[config.mk]
export PLATFORM = sky130hd
export DESIGN_NAME = adc_conversion_sequencer
export DESIGN_NICKNAME = d
export VERILOG_FILES = /design/src/rtl/adc_seq_pkg.sv /design/src/rtl/adc_conversion_sequencer.sv
export VERILOG_INCLUDE_DIRS = /design/src /design/src/rtl
export SDC_FILE = /design/constraint.sdc
export NUM_CORES = 1
export LEC_CHECK = 0
export BUFFER_PORTS_ARGS = -buffer_cell sky130_fd_sc_hd__buf_2
export CAP_MARGIN = 15
export CORE_MARGIN = 4
export CORE_UTILIZATION = 62
export CTS_CLUSTER_DIAMETER = 40
export DETAILED_ROUTE_END_ITERATION = 16
export PLACE_DENSITY = 0.87
export SYNTH_ARGS = -nofsm -noshare
export SYNTH_HDL_FRONTEND = slang
export SYNTH_SLANG_ARGS = --single-unit
[constraint.sdc]
create_clock -name pclk -period 8.35 [get_ports pclk]
set_clock_uncertainty 0.1 [all_clocks]
set_input_delay 2.505 -clock pclk [delete_from_list [all_inputs] [get_ports pclk]]
set_output_delay 2.505 -clock pclk [all_outputs]
set_load 0.05 [all_outputs]
[src/rtl/adc_seq_cfg.svh]
`ifndef ADC_SEQ_CFG_SVH
`define ADC_SEQ_CFG_SVH
// register byte offsets
`define OFF_MODE 8'h00
`define OFF_CHAN 8'h04
`define OFF_FAIL 8'h08
`define OFF_THRESH 8'h0c
`define OFF_RESULT 8'h10
`define OFF_STATUS 8'h14
`define OFF_MASK 8'h18
// converter_mode_reg fields
`define MODE_ENABLE_BIT 7
`define MODE_REFPWR_BIT 6
`define MODE_SPEED_MSB 4
// channel_select_reg fields
`define CHAN_HWTRIG_BIT 7
`define CHAN_SEL_MSB 2
// fail_mode_reg fields
`define FAIL_EN_BIT 0
`define FAIL_BELOW_BIT 1
// conversion_irq_flag position in status and mask
`define IRQ_DONE_BIT 0
// reset values
`define RST_MODE 8'h00
`define RST_CHAN 8'h00
`define RST_FAIL 8'h00
`define RST_THRESH 8'h00
`endif

[src/rtl/adc_seq_pkg.sv]
package adc_seq_pkg;
   // sequencer phases
   typedef enum logic [1:0] {ST_IDLE, ST_DELAY, ST_SAMPLE, ST_CONV} state_e;
   // per-setting durations in main-clock cycles
   typedef struct packed {
      logic [8:0] conv;
      logic [7:0] samp;
      logic [3:0] wr;
      logic [3:0] trg;
      logic ok;
   } timing_s;
endpackage

[src/rtl/adc_conversion_sequencer.sv]
// How it works
// RL1: result read finishes before new result stored
// RL2: mode/channel write beats completion; result dropped
// RL3: channel write leaves conversion flag untouched
// RL4: software clears flag before restarting conversions
// RL5: software discards first result after early enable
// RL6: software reads result before mode/channel writes
// RL7: no result reads on subclock, oscillator stopped
// RL8: no shared port reads during conversion
// RL9: sampling starts only after start delay
// RL10: speed/rate field sets conversion, sampling lengths
// RL11: write and trigger response delays per setting
// RL12: each completion stores result, raises interrupt; code sets the flag only when the power-fail compare passes
// RL13: config write aborts; software restarts, hardware waits
`timescale 1ns/1ps
`include "adc_seq_cfg.svh"
module adc_conversion_sequencer
   import adc_seq_pkg::*;
(
   input wire logic pclk, // bus clock, main clock
   input wire logic presetn, // async reset, active low
   input wire logic psel, // apb select
   input wire logic penable, // apb enable
   input wire logic pwrite, // apb direction
   input wire logic [7:0] paddr, // apb byte address
   input wire logic [31:0] pwdata, // apb write data
   output logic [31:0] prdata, // apb read data
   output logic pready, // apb ready
   output logic pslverr, // apb error on unmapped address
   input wire logic [9:0] conv_code, // code from analog core at end
   input wire logic hw_trigger, // one-cycle hardware trigger
   output logic [2:0] chan_sel, // selected analog input
   output logic sample_en, // sample and hold switch on
   output logic ref_power, // reference ladder power
   output logic conversion_end_irq // level interrupt
);

   // speed/rate setting to durations; prohibited codes flagged not ok
   function automatic timing_s lookup(input logic [4:0] sel);
      timing_s t;
      t = '{9'h000, 8'h00, 4'h0, 4'h0, 1'b0};
      case (sel)
         5'h00: t = '{9'h120, 8'hb0, 4'hc, 4'h8, 1'b1};
         5'h01: t = '{9'h0f0, 8'hb0, 4'hc, 4'h8, 1'b1};
         5'h02: t = '{9'h0c0, 8'h84, 4'hb, 4'h7, 1'b1};
         5'h04: t = '{9'h090, 8'h58, 4'ha, 4'h6, 1'b1};
         5'h05: t = '{9'h078, 8'h58, 4'ha, 4'h6, 1'b1};
         5'h06: t = '{9'h060, 8'h30, 4'hc, 4'h8, 1'b1};
         5'h08: t = '{9'h060, 8'h30, 4'hc, 4'h8, 1'b1};
         5'h09: t = '{9'h048, 8'h24, 4'hb, 4'h7, 1'b1};
         5'h0a: t = '{9'h030, 8'h18, 4'ha, 4'h6, 1'b1};
         5'h0b: t = '{9'h018, 8'h0c, 4'h9, 4'h5, 1'b1};
         5'h0c: t = '{9'h0e0, 8'hb0, 4'hc, 4'h8, 1'b1};
         5'h0d: t = '{9'h0a8, 8'h84, 4'hb, 4'h7, 1'b1};
         5'h0e: t = '{9'h070, 8'h58, 4'ha, 4'h6, 1'b1};
         5'h0f: t = '{9'h038, 8'h2c, 4'h9, 4'h5, 1'b1};
         5'h10: t = '{9'h048, 8'h18, 4'hc, 4'h8, 1'b1};
         5'h11: t = '{9'h036, 8'h12, 4'hb, 4'h7, 1'b1};
         5'h12: t = '{9'h024, 8'h0c, 4'ha, 4'h6, 1'b1};
         5'h13: t = '{9'h012, 8'h06, 4'h9, 4'h5, 1'b1};
         default: t = '{9'h000, 8'h00, 4'h0, 4'h0, 1'b0};
      endcase
      return t;
   endfunction

   logic [7:0] mode_q, mode_d, chan_q, chan_d, fail_q, fail_d, thresh_q, thresh_d;
   logic [9:0] result_q, result_d, hold_q, hold_d;
   logic pend_q, pend_d;
   logic status_q, status_d, mask_q, mask_d, irq_q, irq_d;
   logic [31:0] prdata_q, prdata_d;
   logic pready_q, pready_d, pslverr_q, pslverr_d;
   state_e state_q, state_d;
   logic [8:0] cnt_q, cnt_d;
   logic samp_q, samp_d;
   timing_s tim;
   logic acc, wr_en, rd_res, mapped, wr_mode, wr_chan, wr_cfg, fin, store, pass;
   logic [7:0] nmode, nchan;

   // access decode; writes land only at the edge where pready is high
   assign acc = psel & penable & pready_q;
   assign wr_en = acc & pwrite;
   assign rd_res = acc & ~pwrite & (paddr == `OFF_RESULT);
   assign wr_mode = wr_en & (paddr == `OFF_MODE);
   assign wr_chan = wr_en & (paddr == `OFF_CHAN);
   assign wr_cfg = wr_mode | wr_chan | (wr_en & (paddr == `OFF_FAIL))
                   | (wr_en & (paddr == `OFF_THRESH));
   assign nmode = wr_mode ? pwdata[7:0] : mode_q;
   assign nchan = wr_chan ? pwdata[7:0] : chan_q;
   assign tim = lookup(nmode[`MODE_SPEED_MSB:0]);
   assign fin = (state_q == ST_CONV) && (cnt_q == 9'h000);
   // only the high 8 bits take part in the power-fail comparison
   assign pass = !fail_q[`FAIL_EN_BIT]
                 || (fail_q[`FAIL_BELOW_BIT] ? (conv_code[9:2] < thresh_q)
                                             : (conv_code[9:2] >= thresh_q));
   assign store = fin && !(wr_mode | wr_chan); // [RL2]
   assign mapped = (paddr <= `OFF_MASK) && (paddr[1:0] == 2'b00);

   // apb: one wait state so read data leaves a flop
   always_comb
   begin
      pready_d = psel & penable & ~pready_q;
      pslverr_d = psel & penable & ~pready_q & ~mapped;
      prdata_d = prdata_q;
      if (psel & penable & ~pready_q & ~pwrite)
      begin
         case (paddr)
            `OFF_MODE: prdata_d = {24'h000000, mode_q};
            `OFF_CHAN: prdata_d = {24'h000000, chan_q};
            `OFF_FAIL: prdata_d = {30'h00000000, fail_q[1:0]};
            `OFF_THRESH: prdata_d = {24'h000000, thresh_q};
            `OFF_RESULT: prdata_d = {22'h000000, result_q};
            `OFF_STATUS: prdata_d = {31'h00000000, status_q};
            `OFF_MASK: prdata_d = {31'h00000000, mask_q};
            default: prdata_d = 32'h00000000;
         endcase
      end
   end

   // register file, result store and interrupt flag
   always_comb
   begin
      mode_d = nmode;
      chan_d = nchan;
      fail_d = (wr_en && paddr == `OFF_FAIL) ? {6'h00, pwdata[1:0]} : fail_q;
      thresh_d = (wr_en && paddr == `OFF_THRESH) ? pwdata[7:0] : thresh_q;
      mask_d = (wr_en && paddr == `OFF_MASK) ? pwdata[`IRQ_DONE_BIT] : mask_q;
      result_d = result_q;
      hold_d = hold_q;
      pend_d = 1'b0;
      if (pend_q)
         result_d = hold_q; // [RL1]
      if (store && rd_res)
      begin
         hold_d = conv_code; // read wins, write one cycle later [RL1]
         pend_d = 1'b1;
      end
      else if (store)
         result_d = conv_code; // [RL12]
      // channel writes never touch the flag; a set beats a clear
      status_d = status_q & ~(wr_en && paddr == `OFF_STATUS && pwdata[`IRQ_DONE_BIT]); // [RL3]
      if (store && pass)
         status_d = 1'b1; // [RL12]
      irq_d = status_d & mask_d;
   end

   // sequencer: start delay, sampling, conversion
   always_comb
   begin
      state_d = state_q;
      cnt_d = (cnt_q == 9'h000) ? 9'h000 : cnt_q - 9'h001;
      if (wr_cfg)
      begin
         // abort; software mode restarts, hardware mode waits [RL13]
         if (nmode[`MODE_ENABLE_BIT] && !nchan[`CHAN_HWTRIG_BIT] && tim.ok)
         begin
            state_d = ST_DELAY;
            cnt_d = {5'h00, tim.wr} - 9'h001; // [RL11]
         end
         else
            state_d = ST_IDLE;
      end
      else if (!mode_q[`MODE_ENABLE_BIT] || !tim.ok)
         state_d = ST_IDLE;
      else if (hw_trigger && chan_q[`CHAN_HWTRIG_BIT])
      begin
         state_d = ST_DELAY; // trigger restarts any conversion
         cnt_d = {5'h00, tim.trg} - 9'h001; // [RL11]
      end
      else
      begin
         case (state_q)
            ST_IDLE: state_d = ST_IDLE;
            ST_DELAY:
               if (cnt_q == 9'h000)
               begin
                  state_d = ST_SAMPLE; // [RL9]
                  cnt_d = {1'b0, tim.samp} - 9'h001; // [RL10]
               end
            ST_SAMPLE:
               if (cnt_q == 9'h000)
               begin
                  state_d = ST_CONV;
                  cnt_d = tim.conv - {1'b0, tim.samp} - 9'h001; // [RL10]
               end
            ST_CONV:
               if (cnt_q == 9'h000)
               begin
                  // software mode runs back to back
                  state_d = chan_q[`CHAN_HWTRIG_BIT] ? ST_IDLE : ST_SAMPLE;
                  cnt_d = {1'b0, tim.samp} - 9'h001;
               end
            default: state_d = ST_IDLE;
         endcase
      end
      samp_d = (state_d == ST_SAMPLE);
   end

   always_ff @(posedge pclk or negedge presetn)
   begin
      if (!presetn)
      begin
         mode_q <= `RST_MODE;
         chan_q <= `RST_CHAN;
         fail_q <= `RST_FAIL;
         thresh_q <= `RST_THRESH;
         result_q <= 10'h000;
         hold_q <= 10'h000;
         pend_q <= 1'b0;
         status_q <= 1'b0;
         mask_q <= 1'b0;
         irq_q <= 1'b0;
         prdata_q <= 32'h00000000;
         pready_q <= 1'b0;
         pslverr_q <= 1'b0;
         state_q <= ST_IDLE;
         cnt_q <= 9'h000;
         samp_q <= 1'b0;
      end
      else
      begin
         mode_q <= mode_d;
         chan_q <= chan_d;
         fail_q <= fail_d;
         thresh_q <= thresh_d;
         result_q <= result_d;
         hold_q <= hold_d;
         pend_q <= pend_d;
         status_q <= status_d;
         mask_q <= mask_d;
         irq_q <= irq_d;
         prdata_q <= prdata_d;
         pready_q <= pready_d;
         pslverr_q <= pslverr_d;
         state_q <= state_d;
         cnt_q <= cnt_d;
         samp_q <= samp_d;
      end
   end

   assign prdata = prdata_q;
   assign pready = pready_q;
   assign pslverr = pslverr_q;
   assign chan_sel = chan_q[`CHAN_SEL_MSB:0];
   assign sample_en = samp_q;
   assign ref_power = mode_q[`MODE_REFPWR_BIT];
   assign conversion_end_irq = irq_q;

   // helper: cycles since sampling started, for length checks
   logic [8:0] run_q;
   always_ff @(posedge pclk or negedge presetn)
   begin
      if (!presetn)
         run_q <= 9'h000;
      else if (state_q == ST_DELAY || state_q == ST_IDLE
               || (state_q == ST_CONV && state_d == ST_SAMPLE))
         run_q <= 9'h000;
      else
         run_q <= run_q + 9'h001;
   end

   localparam int WR_MAX = 13;
endmodule

Word level (Yosys, flattened, before mapping)
Memories as Yosys holds them, arrays and structs flattened.
Index checks and enable logic that the tools add are counted.
- bits in registers: 96
- bits in read-only memories: 768
- bits of input ports: 56
- output and inout bits: 40
- word-level logic and storage cells: 111
- memories kept: 1
- memory list (name ; depth ; bits a word ; read ports ; clocked after memory_dff ; wr ports ; RTL line ; RTL):
    (no name shown) ; 32 ; 24 ; 1 ; 0 ; 0 ; adc_conversion_sequencer.sv:42 ; case (sel)
- $add $sub $neg: 6
- $lt $le $gt $ge: 3
- equality and inequality tests: 10
- mux-type cells: 27
- bitwise operators: 21
- reduce and logical (&&, ||, !) cells: 25
- operator list (cell ; count):
    $pmux W10 S7 ; 1
    $mux W9 ; 7
    $mux W10 ; 3
    $eq A8 B5 Y1 const B ; 3
    $pmux W9 S2 ; 1
    $sub A9 B1 Y9 const B ; 2
    $eq A8 B4 Y1 const B ; 2
    $mux W8 ; 2
    $and A1 B1 Y1 ; 14
    $mux W2 ; 7
    $logic_and A1 B1 Y1 ; 13
    $sub A4 B1 Y5 const B ; 2
    $logic_not A9 Y1 ; 1
    $sub A8 B1 Y9 const B ; 1
    $sub A9 B8 Y9 ; 1
    $eq A8 B3 Y1 const B ; 1
    $ge A8 B8 Y1 ; 1
    $le A8 B5 Y1 const B ; 1
    $logic_not A8 Y1 ; 1
    $lt A8 B8 Y1 ; 1
    $pmux W2 S4 ; 1
    $eq A2 B2 Y1 const B ; 3
    $logic_not A1 Y1 ; 5
    $mux W1 ; 5
    6 further kinds ; 13

Logic depth before layout (Yosys ltp)
Gate-level depths: netlist of the first run.
An unclocked memory read counts as a cell.
- depth after elaboration: 13
- gate-level depth with buffers: 23
- gate-level depth less buffers: 20

Least setup slack after synthesis of the first run
Ideal clock, no wire load.
- kind: input-to-reg
- from: in paddr[3]
- to: reg cnt_q[8]
- setup time: 0.083 ns
- data arrival time: 6.689 ns
- required time: 8.167 ns
- path slack: 1.478 ns
- stages: 22
- path buffers: 3
- path through: buf_2 > nor4_4 > nand3_2 > buf_2 > clkbuf_1 > mux2i_1 > inv_1 > ha_1 > inv_1 > o211ai_1 > a32oi_1 > ha_1 > inv_1 > fa_1 > nor2b_1 > o31a_1 > o21ai_0 > a2111oi_0 > nor3_1 > o21ai_0 > a21oi_1 > o21ai_0
- longest elaborated chain between the ends: 11
- elaborated cells between the ends (all ways): 31
- those cells by class: add/sub: 5; eq/ne: 3; mux: 9; bitwise: 7; reduce/logical: 6; memory: 1
- ends and longest elaborated chain (element ; RTL line ; RTL):
    start, declared ; adc_conversion_sequencer.sv:25 ; input wire logic [7:0] paddr,
    $logic_not A8 Y1 * ; n/a ;
    $and A1 B1 Y1 * ; adc_conversion_sequencer.sv:83 ; assign wr_mode = wr_en & (paddr == `OFF_MODE);
    $mux W8 * ; adc_conversion_sequencer.sv:87 ; assign nmode = wr_mode ? pwdata[7:0] : mode_q;
    via mode_d[1] ; adc_conversion_sequencer.sv:66 ; logic [7:0] mode_q, mode_d, chan_q, chan_d, fail_q, fail_d, thresh_q, thresh_d;
    $mem_v2 Z32 W24 * ; n/a ;
    $sub A9 B8 Y9 ; adc_conversion_sequencer.sv:183 ; cnt_d = tim.conv - {1'b0, tim.samp} - 9'h001;
    $sub A9 B1 Y9 ; adc_conversion_sequencer.sv:183 ;
    $mux W9 ; adc_conversion_sequencer.sv:180 ; if (cnt_q == 9'h000)
    $pmux W9 S2 ; adc_conversion_sequencer.sv:171 ; case (state_q)
    $mux W9 ; adc_conversion_sequencer.sv:164 ; else if (hw_trigger && chan_q[`CHAN_HWTRIG_BIT])
    $mux W9 ; adc_conversion_sequencer.sv:162 ; else if (!mode_q[`MODE_ENABLE_BIT] || !tim.ok)
    $mux W9 * ; adc_conversion_sequencer.sv:151 ; if (wr_cfg)
    via cnt_d[8] ; adc_conversion_sequencer.sv:73 ; logic [8:0] cnt_q, cnt_d;
    end signal, assigned ; adc_conversion_sequencer.sv:235 ; cnt_q <= cnt_d;
    end, declared ; adc_conversion_sequencer.sv:73 ;
Mark *: on every way through the listed nets, which the timed path passes. The rest lies on a longest branch.
A chain may end at the register's enable or synchronous reset.

Worst setup path after layout of the first run
- from: in paddr[4]
- to: reg cnt_q[8]
The elaborated chain is that of the path after synthesis.

==> reports/metrics.yaml, run 1 <==
worst_setup_path:
  cp_slowest_cell: "nor4_2"
  path_buf_inv: 4
  critical_path.top_delay_family: "compound AO/OA/AOI/OAI gates"
  worstSetupEndpointType: "register"
  path_cells: "buf_2 > nor4_2 > nand3_2 > mux2i_1 > inv_1 > ha_1 > inv_1 > o211ai_1 > a32oi_1 > ha_1 > inv_1 > fa_1 > nor2b_1 > o31a_1 > o21ai_0 > a2111oi_0 > nor3_1 > o21ai_0 > a21oi_1 > o21ai_0"
  worstPathArrival_ps: 7070
  cp_slowest_stage_delay_ps: 670
  startpoint_type: "primary input"
  critical_path_class: "in -> reg"
  worstPathMaxFanout: 12
  cp.required_ps: 8530
grt:
  grt_max_degree: 75
  grt_use_total_pct: 29.15
  globalRouteOverflowTotal: 0
  grt_pass1_vias: 4643
  antenna_found_initial: 0
  grt_pass1_wl_um: 23640
sta:
  slew_headroom_pct: 38.68
  finalHoldViolations: 0
  rsz0062_at_grt: "no"
  tightestPinTransition_ps: 919.8
  fmax_mhz: 145.2
  period_share_pct: 82.50
  slew_viol_final: 0
  tns_ps: 0
  finalSetupViolCount: 0
  fin_crit_ps: 6889
power_and_ir_drop:
  p_int_mw: 0.5400
  peakVddDrop_v: 0.0001046
  seqPwrFrac_pct: 48.2
  swShare_pct: 31.97
  powerDensity_nw_per_um2: 137.8
  power_frac_clock_pct: 32.7
  leakage_nw: 2.650
  switching_power_mw: 0.2538
  comb_power_share_pct: 19.0
synth:
  synth_cell_types: 74
  synthArstFlopShare_pct: 100.0
  ys_seq_area_share_pct: 34.00
  yosysWarningCount: 0
  synth_area_leaders: "dfrtp_1 34%, mux2_2 5.8%, ha_1 5.1%"
  synth_ff_type: "dfrtp_1"
  synth-xor-area-share_pct: 1.930
  synth-adder-area-share_pct: 5.422
  synth_edf_count: 0
  ys_ff_latch: 74
  muxShareOfSynthArea_pct: 10.34
  synth_top_family_by_area: "compound AO/OA/AOI/OAI gates"
  syn_inst: 620
  yosys.area.top_type_share_pct: 34.00
  synth-compound-area-share_pct: 20.49
  synth_area_sq_um: 5446
  postSynthAreaPerCell_sq_um: 8.785
  yosys.area_share.simple_pct: 19.23
  yosysTopAreaCell: "dfrtp_1"
job:
  drv_cap: 0
cells_and_area:
  area_growth_pct: 5.789
  layout.cells.non_filler: 753
  insertedDiodeCount: 0
  layout.nets: 722
  final_util_pct: 68.74
  layout-drive-gt1-share_pct: 18.06
hold_path:
  hp-class: "reg -> reg"
cts:
  clkTransAtPathRegs_ps: 90
  cts_hold_repair.buffers: 0
  cts_setup_buffers: 0
  root_buffer: "clkbuf_8"
  cts_buffers: 9
  cts_resized: 0
  clk_latency_ps: 360
  clock_path_buffers: 2
  cts_tree: "done"
  htree_levels: 3
  clock_sinks: 74
drt:
  dr.pass1.iters: 5
  post_drt_wl_per_cell_um: 19.11
  routed_wirelength_um: 14390
  drt_iter0_drc: 357
  vias: 4886
  viasPerCell: 6.489
  drc_errors: 0
  ant_nets: 0
placement:
  placed_cells: 737
  io_buffers: 49
  gp_congestion: 0.9555
  dpl.hpwl_um: 10530
floorplanning:
  rows: 33
  die_w_um: 101.7
  die-area_sq_um: 10350
  die_h_um: 101.7
  start_util_pct: 64.98
  ios: 96
  coreArea_sq_um: 8382
outcome:
  outcome: "completed"
## area by class of cell
class	count	area, sq um
multi-input cells	476	3209
clock buffers	11	141.4
inverters	28	105.1
fillers	676	2620
flip-flops and latches	74	1852
repair buffers	54	285.3
clock inverters	5	37.54
well taps	105	131.4
## sequential cells by signal, indices dropped and copies added, names as in the netlist, 2 cells and up
register and cells:
chan_q 8, state_q 2, cnt_q 9, mode_q 8, result_q 10, prdata 10
thresh_q 8, hold_q 10, fail_q 2
## kinds of logic (layout without fill, tap and decap cells)
logic type / after synthesis / in the layout
AND/OR/NAND/NOR: 200 / 200
AO/OA/AOI/OAI: 168 / 168
buffers and inverters: 91 / 98
flip-flops: 74 / 74
multiplexers: 51 / 51
adder cells (fa/ha/maj): 23 / 23
XOR/XNOR: 12 / 12
other: 1 / 22
## worst reg2reg max path: cells and delay by family, from the launching register on
kind                     cells  cell delay (ps)
AO/OA/AOI/OAI                8             1660
AND/OR/NAND/NOR              6             1340
buffers and inverters        3              290
flip-flops                   1              440
adder cells (fa/ha/maj)      3              880
## through the flow
stage | power (mW) | setup WS [ps] | hold WS [ps] | area, sq um
after floorplan | 0.5082 | 1478 | 345.7 | 5525
after global placement | 0.5335 | 1347 | 357.9 | 5583
after detailed placement | 0.5391 | 1216 | 366.1 | 5583
after CTS | 0.7940 | 1562 | 386.3 | 5762
after global routing | 0.8362 | 960.9 | 410.4 | 5762
final | 0.7938 | 1461 | 382.0 | 5762
## synth_stat cells (all sizes together), types with 11 or more instances
cell and count:
a21oi 33, a221oi 11, a31oi 14, buf 37
clkbuf 26, dfrtp 74, ha 22, inv 28
mux2 29, mux2i 22, nand2 62, nand3 11
nand4 11, nor2 43, nor3 13, o21ai 44
## cells in the final DEF (no fill, tap or decap), types with 6 or more instances in the layout
master / n
a31oi_1: 14
and2_1: 7
conb_1: 22
ha_1: 22
buf_2: 48
o21ai_0: 40
a21oi_1: 33
inv_1: 27
nor4_1: 6
nand2b_1: 7
clkbuf_8: 10
and3_1: 7
mux2i_1: 21
nor2_1: 42
xnor2_1: 8
o211ai_1: 7
a31o_2: 6
nand3_1: 10
a211oi_1: 8
mux2_2: 28
nor3_1: 11
nand4_1: 11
a22o_1: 7
dfrtp_1: 74
nand2_1: 62
nand3b_1: 6
nor2b_1: 8
buf_4: 6
a221oi_1: 10
## layer usage
| metal | track usage [%] | part of all wire, % | vias up |
|---|---|---|---|
| li1 | - | - | 2257 |
| met1 | 41.42 | 43 | 2344 |
| met2 | 45.42 | 46 | 259 |
| met3 | 6.543 | 9.8 | 26 |
| met4 | 7.260 | 1.3 | 0 |
| met5 | 0 | 0 | - |
## power by group through the flow
stage,Sequential (mW),Clock (mW),Combinational (mW)
floorplan,0.389,0,0.119
global placement,0.389,0,0.145
detailed placement,0.390,0,0.149
CTS,0.383,0.261,0.150
global route,0.385,0.282,0.169
finish,0.383,0.260,0.151
## path summary, 6_finish.rpt
check	depth (start not counted)	slack, ps	startpoint	end
max in group asynchronous	1	5370	presetn	cnt_q[4]$_DFF_PN0_
setup / recovery	20	1460	paddr[4]	cnt_q[8]$_DFF_PN0_
hold / removal	2	380	prdata[8]$_DFFE_PN0P_	prdata[8]$_DFFE_PN0P_
hold reg to reg	2	380	prdata[8]$_DFFE_PN0P_	prdata[8]$_DFFE_PN0P_
min in group asynchronous	1	2180	presetn	hold_q[2]$_DFFE_PN0P_
setup reg to reg	20	3570	pready$_DFF_PN0_	cnt_q[8]$_DFF_PN0_
No activity file was read; power rests on OpenSTA's default activity.
==> run 2, diff against run 1 <==
--- a/config.mk
+++ b/config.mk
@@ -9,10 +9,10 @@
 export BUFFER_PORTS_ARGS = -buffer_cell sky130_fd_sc_hd__buf_2
 export CAP_MARGIN = 15
 export CORE_MARGIN = 4
-export CORE_UTILIZATION = 62
+export CORE_UTILIZATION = 52
 export CTS_CLUSTER_DIAMETER = 40
 export DETAILED_ROUTE_END_ITERATION = 16
-export PLACE_DENSITY = 0.87
+export PLACE_DENSITY = 0.78
 export SYNTH_ARGS = -nofsm -noshare
 export SYNTH_HDL_FRONTEND = slang
 export SYNTH_SLANG_ARGS = --single-unit
==> constraint.sdc (replaced) <==
create_clock -name pclk -period 5.7 [get_ports pclk]
set_clock_uncertainty 0.1 [all_clocks]
set_input_delay 1.71 -clock pclk [delete_from_list [all_inputs] [get_ports pclk]]
set_output_delay 1.71 -clock pclk [all_outputs]
set_load 0.05 [all_outputs]
==> run 2 against run 1 <==
Against the previous run: non-clock buffer count rose by 27; combinational power up 54%; flip-flop and latch count unchanged; sequential power increased by 46%; clock power up 48%; wire length rose by 6.0%; cell count increased by 7.7%; count of clock-buffer cells in the layout is the same; critical path depth is 1 higher; register-to-register slack lost 2000 ps; core utilization shrank 9.8 points; critical endpoint unchanged; largest power group unchanged; highest routed layer unchanged.
==> reports/metrics.yaml, run 2 (synthesis gave the netlist of run 1 again) <==
worst_setup_path:
  cp-startpoint: "paddr[4]"  # unchanged
  cp_slowest_cell: "or4_1"  # was nor4_2
  worstPathMaxFanout: 2  # was 12
  critical_path_class: "in -> reg"  # unchanged
  cp_slowest_stage_delay_ps: 670  # about the same
  worstSetupEndpointType: "register"  # unchanged
  r2r_end: "cnt_q[8]$_DFF_PN0_"  # unchanged
  worstPathArrival_ps: 5640  # was 7070 ps
  startpoint_type: "primary input"  # unchanged
  r2r_start: "pready$_DFF_PN0_"  # unchanged
  ff2ff_setup_slack_ps: 1560  # was 3570 ps
  worstSetupEndpoint: "cnt_q[8]$_DFF_PN0_"  # unchanged
  critical_path.top_delay_family: "compound AO/OA/AOI/OAI gates"  # unchanged
  cp.required_ps: 5880  # was 8530 ps
  worst-path-stages: 21  # was 20
  path_buf_inv: 4  # unchanged
  path_cells: "buf_2 > or4_1 > nor3_4 > nand2_1 > nand2_2 > inv_1 > ha_2 > inv_1 > o211ai_1 > a32oi_1 > ha_2 > inv_1 > fa_2 > nor2b_1 > o31a_1 > o21ai_0 > a2111oi_1 > nor3_1 > o21ai_0 > a21oi_1 > o21ai_0"  # was buf_2 > nor4_2 > nand3_2 > mux2i_1 > inv_1 > ha_1 > inv_1 > o211ai_1 > a32oi_1 > ha_1 > inv_1 > fa_1 > nor2b_1 > o31a_1 > o21ai_0 > a2111oi_0 > nor3_1 > o21ai_0 > a21oi_1 > o21ai_0
  r2r.worst_path.cells: 20  # unchanged
grt:
  globalRouteOverflowTotal: 0  # unchanged
  antenna_found_initial: 0  # unchanged
  grt_pass1_wl_um: 24610  # was 23640 um
  grt_max_degree: 75  # unchanged
  grt_pass1_vias: 4758  # was 4643
  grt_use_total_pct: 26.37  # was 29.15%
cts:
  cts_tree: "done"  # unchanged
  root_buffer: "clkbuf_8"  # unchanged
  clock_path_buffers: 2  # unchanged
  clock_sinks: 74  # unchanged
  cts_buffers: 9  # unchanged
  clk_latency_ps: 380  # was 360 ps
  cts_resized: 0  # unchanged
  clkTransAtPathRegs_ps: 80  # was 90 ps
  cts_setup_buffers: 0  # unchanged
  htree_levels: 3  # unchanged
  cts_hold_repair.buffers: 0  # unchanged
hold_path:
  hp-class: "reg -> reg"  # unchanged
  min_path_cells: 2  # unchanged
sta:
  slew_viol_final: 0  # unchanged
  finalWorstSetupSlack_ps: 247.7  # was 1461 ps
  tightestPinTransition_ps: 935.0  # was 919.8 ps
  period_share_pct: 95.66
  finalSetupViolCount: 0  # unchanged
  fmax_mhz: 183.4
  rsz0062_at_grt: "no"  # unchanged
  finalHoldViolations: 0  # unchanged
  tns_ps: 0  # unchanged
  slew_headroom_pct: 37.67  # was 38.68%
  fin_crit_ps: 5452
placement:
  io_buffers: 49  # unchanged
  dpl.hpwl_um: 11320  # was 10530 um
  gp_congestion: 0.9735  # was 0.9555
  dp_slack_ps: -70.97  # was 1216 ps
power_and_ir_drop:
  seqPwrFrac_pct: 47.6  # was 48.2%
  leakage_nw: 2.778  # was 2.650 nW
  swShare_pct: 32.51  # was 31.97%
  comb_power_share_pct: 19.8  # was 19.0%
  power_frac_clock_pct: 32.7  # about the same
  powerDensity_nw_per_um2: 194.5  # was 137.8 nW/um^2
  switching_power_mw: 0.3830  # was 0.2538 mW
  p_total_mw: 1.178  # was 0.7938 mW
  p_int_mw: 0.7950  # was 0.5400 mW
  peakVddDrop_v: 0.0001041  # was 0.0001046 V
floorplanning:
  die_h_um: 110.3  # was 101.7 um
  ios: 96  # unchanged
  die_w_um: 110.3  # was 101.7 um
  rows: 37  # was 33
  coreArea_sq_um: 10280  # was 8382 sq um
  die-area_sq_um: 12170  # was 10350 sq um
  start_util_pct: 52.99  # was 64.98%
job:
  drv_cap: 0  # unchanged
drt:
  drc_errors: 0  # unchanged
  dr.pass1.iters: 5  # unchanged
  ant_nets: 0  # unchanged
  routed_wirelength_um: 15250  # was 14390 um
  vias: 4991  # was 4886
  drt_iter0_drc: 478  # was 357
  viasPerCell: 6.154  # was 6.489
  post_drt_wl_per_cell_um: 18.81  # was 19.11 um
cells_and_area:
  register_area_sq_um: 1852  # unchanged
  final_util_pct: 58.92  # was 68.74%
  multiInputGateArea_sq_um: 3249  # was 3209 sq um
  layout.nets: 749  # was 722
  final_common_cell: "dfrtp_1"  # unchanged
  fillerInstances: 924  # was 676
  insertedDiodeCount: 0  # unchanged
  layout-drive-gt1-share_pct: 22.07  # was 18.06%
  area_growth_pct: 11.19  # was 5.789%
  final_cell_mix: "74 x dfrtp_1, 61 x nand2_1, 48 x buf_2"  # was 74 x dfrtp_1, 62 x nand2_1, 48 x buf_2
outcome:
  outcome: "completed"  # unchanged
[run 2: through the flow]
stage	cell area, sq um	hold slack, ps	cells
2_1_floorplan	5573	345.7	641
3_3_place_gp	5876	363.3	795
3_5_place_dp	5876	370.0	795
4_1_cts	6055	386.5	811
5_1_grt	6056	422.8	811
6_report	6056	377.0	811
[run 2: how the worst min path moves through the flow]
stage	from	to	slack [ps]
after floorplan	mode_q[5]$_DFFE_PN0N_	mode_q[5]$_DFFE_PN0N_	350
after detailed placement	prdata[1]$_DFFE_PN0P_	prdata[1]$_DFFE_PN0P_	370
after global placement	mode_q[5]$_DFFE_PN0N_	mode_q[5]$_DFFE_PN0N_	360
after CTS	prdata[1]$_DFFE_PN0P_	prdata[1]$_DFFE_PN0P_	390
final	prdata[1]$_DFFE_PN0P_	prdata[1]$_DFFE_PN0P_	380
after global routing	prdata[0]$_DFFE_PN0P_	prdata[0]$_DFFE_PN0P_	420
[run 2: final cells by class]
cell class / count / area share [%]
clock buffer: 11 / 2.335
timing repair buffer: 81 / 8.264
inverter: 28 / 1.736
sequential: 74 / 30.58
clock inverter: 5 / 0.6198
multi-input combinational: 476 / 53.66
tap: 136 / 2.810
[run 2: routing by layer]
| metal | up-vias | GRT usage, % | part of all wire, % |
|---|---|---|---|
| li1 | 2321 | - | - |
| met2 | 252 | 41.68 | 45 |
| met1 | 2385 | 37.00 | 44 |
| met5 | - | 0 | 0 |
| met4 | 0 | 7.564 | 1.8 |
| met3 | 33 | 5.067 | 8.5 |
[run 2: power groups by stage]
stage / registers [mW] / logic, mW / clock network [mW]
after floorplan: 0.571 / 0.175 / 0
after detailed placement: 0.571 / 0.228 / 0
after global routing: 0.564 / 0.257 / 0.413
after global placement: 0.570 / 0.219 / 0
after CTS: 0.561 / 0.229 / 0.387
final: 0.560 / 0.233 / 0.385
[run 2: worst min-delay path, cell delays in order (launching register included)]
cell and delay [ps]:
dfrtp_1 340, nand2_1 40, o21ai_0 60
==> run 3, diff against run 2 <==
--- a/config.mk
+++ b/config.mk
@@ -12,7 +12,7 @@
 export CORE_UTILIZATION = 52
 export CTS_CLUSTER_DIAMETER = 40
 export DETAILED_ROUTE_END_ITERATION = 16
-export PLACE_DENSITY = 0.78
+export PLACE_DENSITY = 0.86
 export SYNTH_ARGS = -nofsm -noshare
 export SYNTH_HDL_FRONTEND = slang
 export SYNTH_SLANG_ARGS = --single-unit
==> run 3 against run 2 <==
Against the previous run: wire length about the same; cell area up 0.17%; register-to-register slack improved by 130 ps; highest routed layer unchanged; largest cell class unchanged; first-iteration DRC count grew 29%; count of clock-buffer cells in the layout unchanged; total power rose by 2.3%.
==> reports/metrics.yaml, run 3 (synthesis gave the netlist of run 1 again) <==
job:
  drv_cap: 0  # unchanged
sta:
  tightestPinTransition_ps: 929.9  # was 935.0 ps
  holdWs_ps: 382.7  # was 377.0 ps
  finalWorstSetupSlack_ps: 298.1  # was 247.7 ps
  period_share_pct: 94.77  # was 95.66%
  slew_headroom_pct: 38.01  # was 37.67%
  finalHoldViolations: 0  # unchanged
  slew_viol_final: 0  # unchanged
  finalSetupViolCount: 0  # unchanged
  fmax_mhz: 185.1  # was 183.4 MHz
  tns_ps: 0  # unchanged
  fin_crit_ps: 5402  # was 5452 ps
  rsz0062_at_grt: "no"  # unchanged
worst_setup_path:
  startpoint_type: "primary input"  # unchanged
  worstPathMaxFanout: 2  # unchanged
  worstSetupEndpointType: "register"  # unchanged
  worstSetupEndpoint: "cnt_q[8]$_DFF_PN0_"  # unchanged
  r2r.worst_path.cells: 20  # unchanged
  cp.required_ps: 5880  # about the same
  r2r_end: "cnt_q[8]$_DFF_PN0_"  # unchanged
  path_cells: "buf_2 > or4_1 > nor3_4 > nand2_1 > nand2_2 > inv_1 > ha_2 > inv_1 > o211ai_1 > a32oi_1 > ha_2 > inv_1 > fa_2 > nor2b_1 > o31a_1 > o21ai_0 > a2111oi_1 > nor3_1 > o21ai_0 > a21oi_1 > o21ai_0"  # unchanged
  cp_slowest_stage_delay_ps: 670  # about the same
  cp_slowest_cell: "or4_1"  # unchanged
  ff2ff_setup_slack_ps: 1690  # was 1560 ps
  cp-startpoint: "paddr[4]"  # unchanged
  r2r_start: "pready$_DFF_PN0_"  # unchanged
  critical_path_class: "in -> reg"  # unchanged
  worstPathArrival_ps: 5580  # was 5640 ps
grt:
  grt_max_degree: 75  # unchanged
  grt_use_total_pct: 25.59  # was 26.37%
  globalRouteOverflowTotal: 0  # unchanged
  grt_pass1_wl_um: 24030  # was 24610 um
  antenna_found_initial: 0  # unchanged
  grt_pass1_vias: 4828  # was 4758
cts:
  cts_tree: "done"  # unchanged
  root_buffer: "clkbuf_8"  # unchanged
  cts_buffers: 9  # unchanged
  cts_hold_repair.buffers: 0  # unchanged
  clkTransAtPathRegs_ps: 80  # about the same
  clk_latency_ps: 360  # was 380 ps
  clock_sinks: 74  # unchanged
  htree_levels: 3  # unchanged
  clock_path_buffers: 2  # unchanged
drt:
  vias: 5063  # was 4991
  post_drt_wl_per_cell_um: 18.78  # was 18.81 um
  met3_length_um: 1313  # was 1300 um
  wl_met1_um: 6611  # was 6761 um
  topRoutingLayerUsed: "met4"  # unchanged
  dr.pass1.iters: 6  # was 5
  ant_nets: 0  # unchanged
  routed-wl-met2_um: 7116  # was 6921 um
  viasPerCell: 6.228  # was 6.154
  drc_errors: 0  # unchanged
  routed_wirelength_um: 15270  # was 15250 um
  drt_iter0_drc: 618  # was 478
cells_and_area:
  layout.nets: 751  # was 749
  final_common_cell: "dfrtp_1"  # unchanged
  area_growth_pct: 11.37  # was 11.19%
  final_cell_mix: "74 x dfrtp_1, 61 x nand2_1, 48 x buf_2"  # unchanged
  layout-drive-gt1-share_pct: 22.16  # was 22.07%
  insertedDiodeCount: 0  # unchanged
  layout.cells.non_filler: 813  # was 811
  final_util_pct: 59.02  # was 58.92%
  stdcell_area_sq_um: 6066  # was 6056 sq um
floorplanning:
  die_w_um: 110.3  # unchanged
  ios: 96  # unchanged
  die-area_sq_um: 12170  # unchanged
  die_h_um: 110.3  # unchanged
  start_util_pct: 52.99  # unchanged
  coreArea_sq_um: 10280  # unchanged
  rows: 37  # unchanged
hold_path:
  hp-class: "reg -> reg"  # unchanged
power_and_ir_drop:
  power_frac_clock_pct: 33.7  # was 32.7%
  leakage_nw: 2.783  # was 2.778 nW
  powerDensity_nw_per_um2: 198.7  # was 194.5 nW/um^2
  p_total_mw: 1.205  # was 1.178 mW
  peakVddDrop_v: 0.0001449  # was 0.0001041 V
  swShare_pct: 31.53  # was 32.51%
  p_int_mw: 0.8253  # was 0.7950 mW
  switching_power_mw: 0.3801  # was 0.3830 mW
  seqPwrFrac_pct: 46.6  # was 47.6%
  comb_power_share_pct: 19.8  # about the same
placement:
  dpl-instance-area_sq_um: 5878  # was 5876 sq um
  gp_congestion: 0.9580  # was 0.9735
  io_buffers: 49  # unchanged
  dpl.hpwl_um: 11460  # was 11320 um
  dp_slack_ps: 20.61  # was -70.97 ps
  placed_cells: 797  # was 795
outcome:
  outcome: "completed"  # unchanged
run 3: what timing repair did:
| item | 4_1_cts | 5_1_grt |
|---|---|---|
| setup endpoints to repair | 0 | 1 |
| gates resized for setup | 0 | 1 |
| setup buffers | 0 | 0 |
run 3: power groups by stage:
| stage | Combinational (mW) | Clock (mW) | Sequential [mW] |
|---|---|---|---|
| after floorplan | 0.175 | 0 | 0.571 |
| after CTS | 0.234 | 0.408 | 0.561 |
| after detailed placement | 0.232 | 0 | 0.572 |
| final | 0.238 | 0.406 | 0.561 |
| after global placement | 0.219 | 0 | 0.570 |
| after global routing | 0.259 | 0.430 | 0.564 |
run 3: layer usage:
metal / vias to the layer above / track usage, %
met5: - / 0
met4: 0 / 6.157
met3: 28 / 5.533
met2: 290 / 42.07
met1: 2425 / 34.61
li1: 2320 / -
run 3: cell type report:
cell class	count	area, sq um
well taps	136	170.2
clock inverters	5	55.05
flip-flops and latches	74	1852
clock buffers	11	131.4
fillers	900	4212
repair buffers	83	503.0
inverters	28	105.1
multi-input cells	476	3249
run 3: worst min-delay path by stage:
stage                                      from               endpoint  slack [ps]  cells past startpoint
after floorplan           mode_q[5]$_DFFE_PN0N_  mode_q[5]$_DFFE_PN0N_         350                      2
after global placement    prdata[8]$_DFFE_PN0P_  prdata[8]$_DFFE_PN0P_         360                      2
after detailed placement  mode_q[5]$_DFFE_PN0N_  mode_q[5]$_DFFE_PN0N_         370                      2
after CTS                 prdata[4]$_DFFE_PN0P_  prdata[4]$_DFFE_PN0P_         390                      2
after global routing      prdata[5]$_DFFE_PN0P_  prdata[5]$_DFFE_PN0P_         410                      2
final                     prdata[4]$_DFFE_PN0P_  prdata[4]$_DFFE_PN0P_         380                      2
run 3: worst max-delay path: cells and delay by family:
kind                       cells  cell delay, ps
buffers and inverters          4             270
and+or+nand+nor                6            1350
AOI/OAI and AO/OA              8            1470
adders and majority gates      3             770
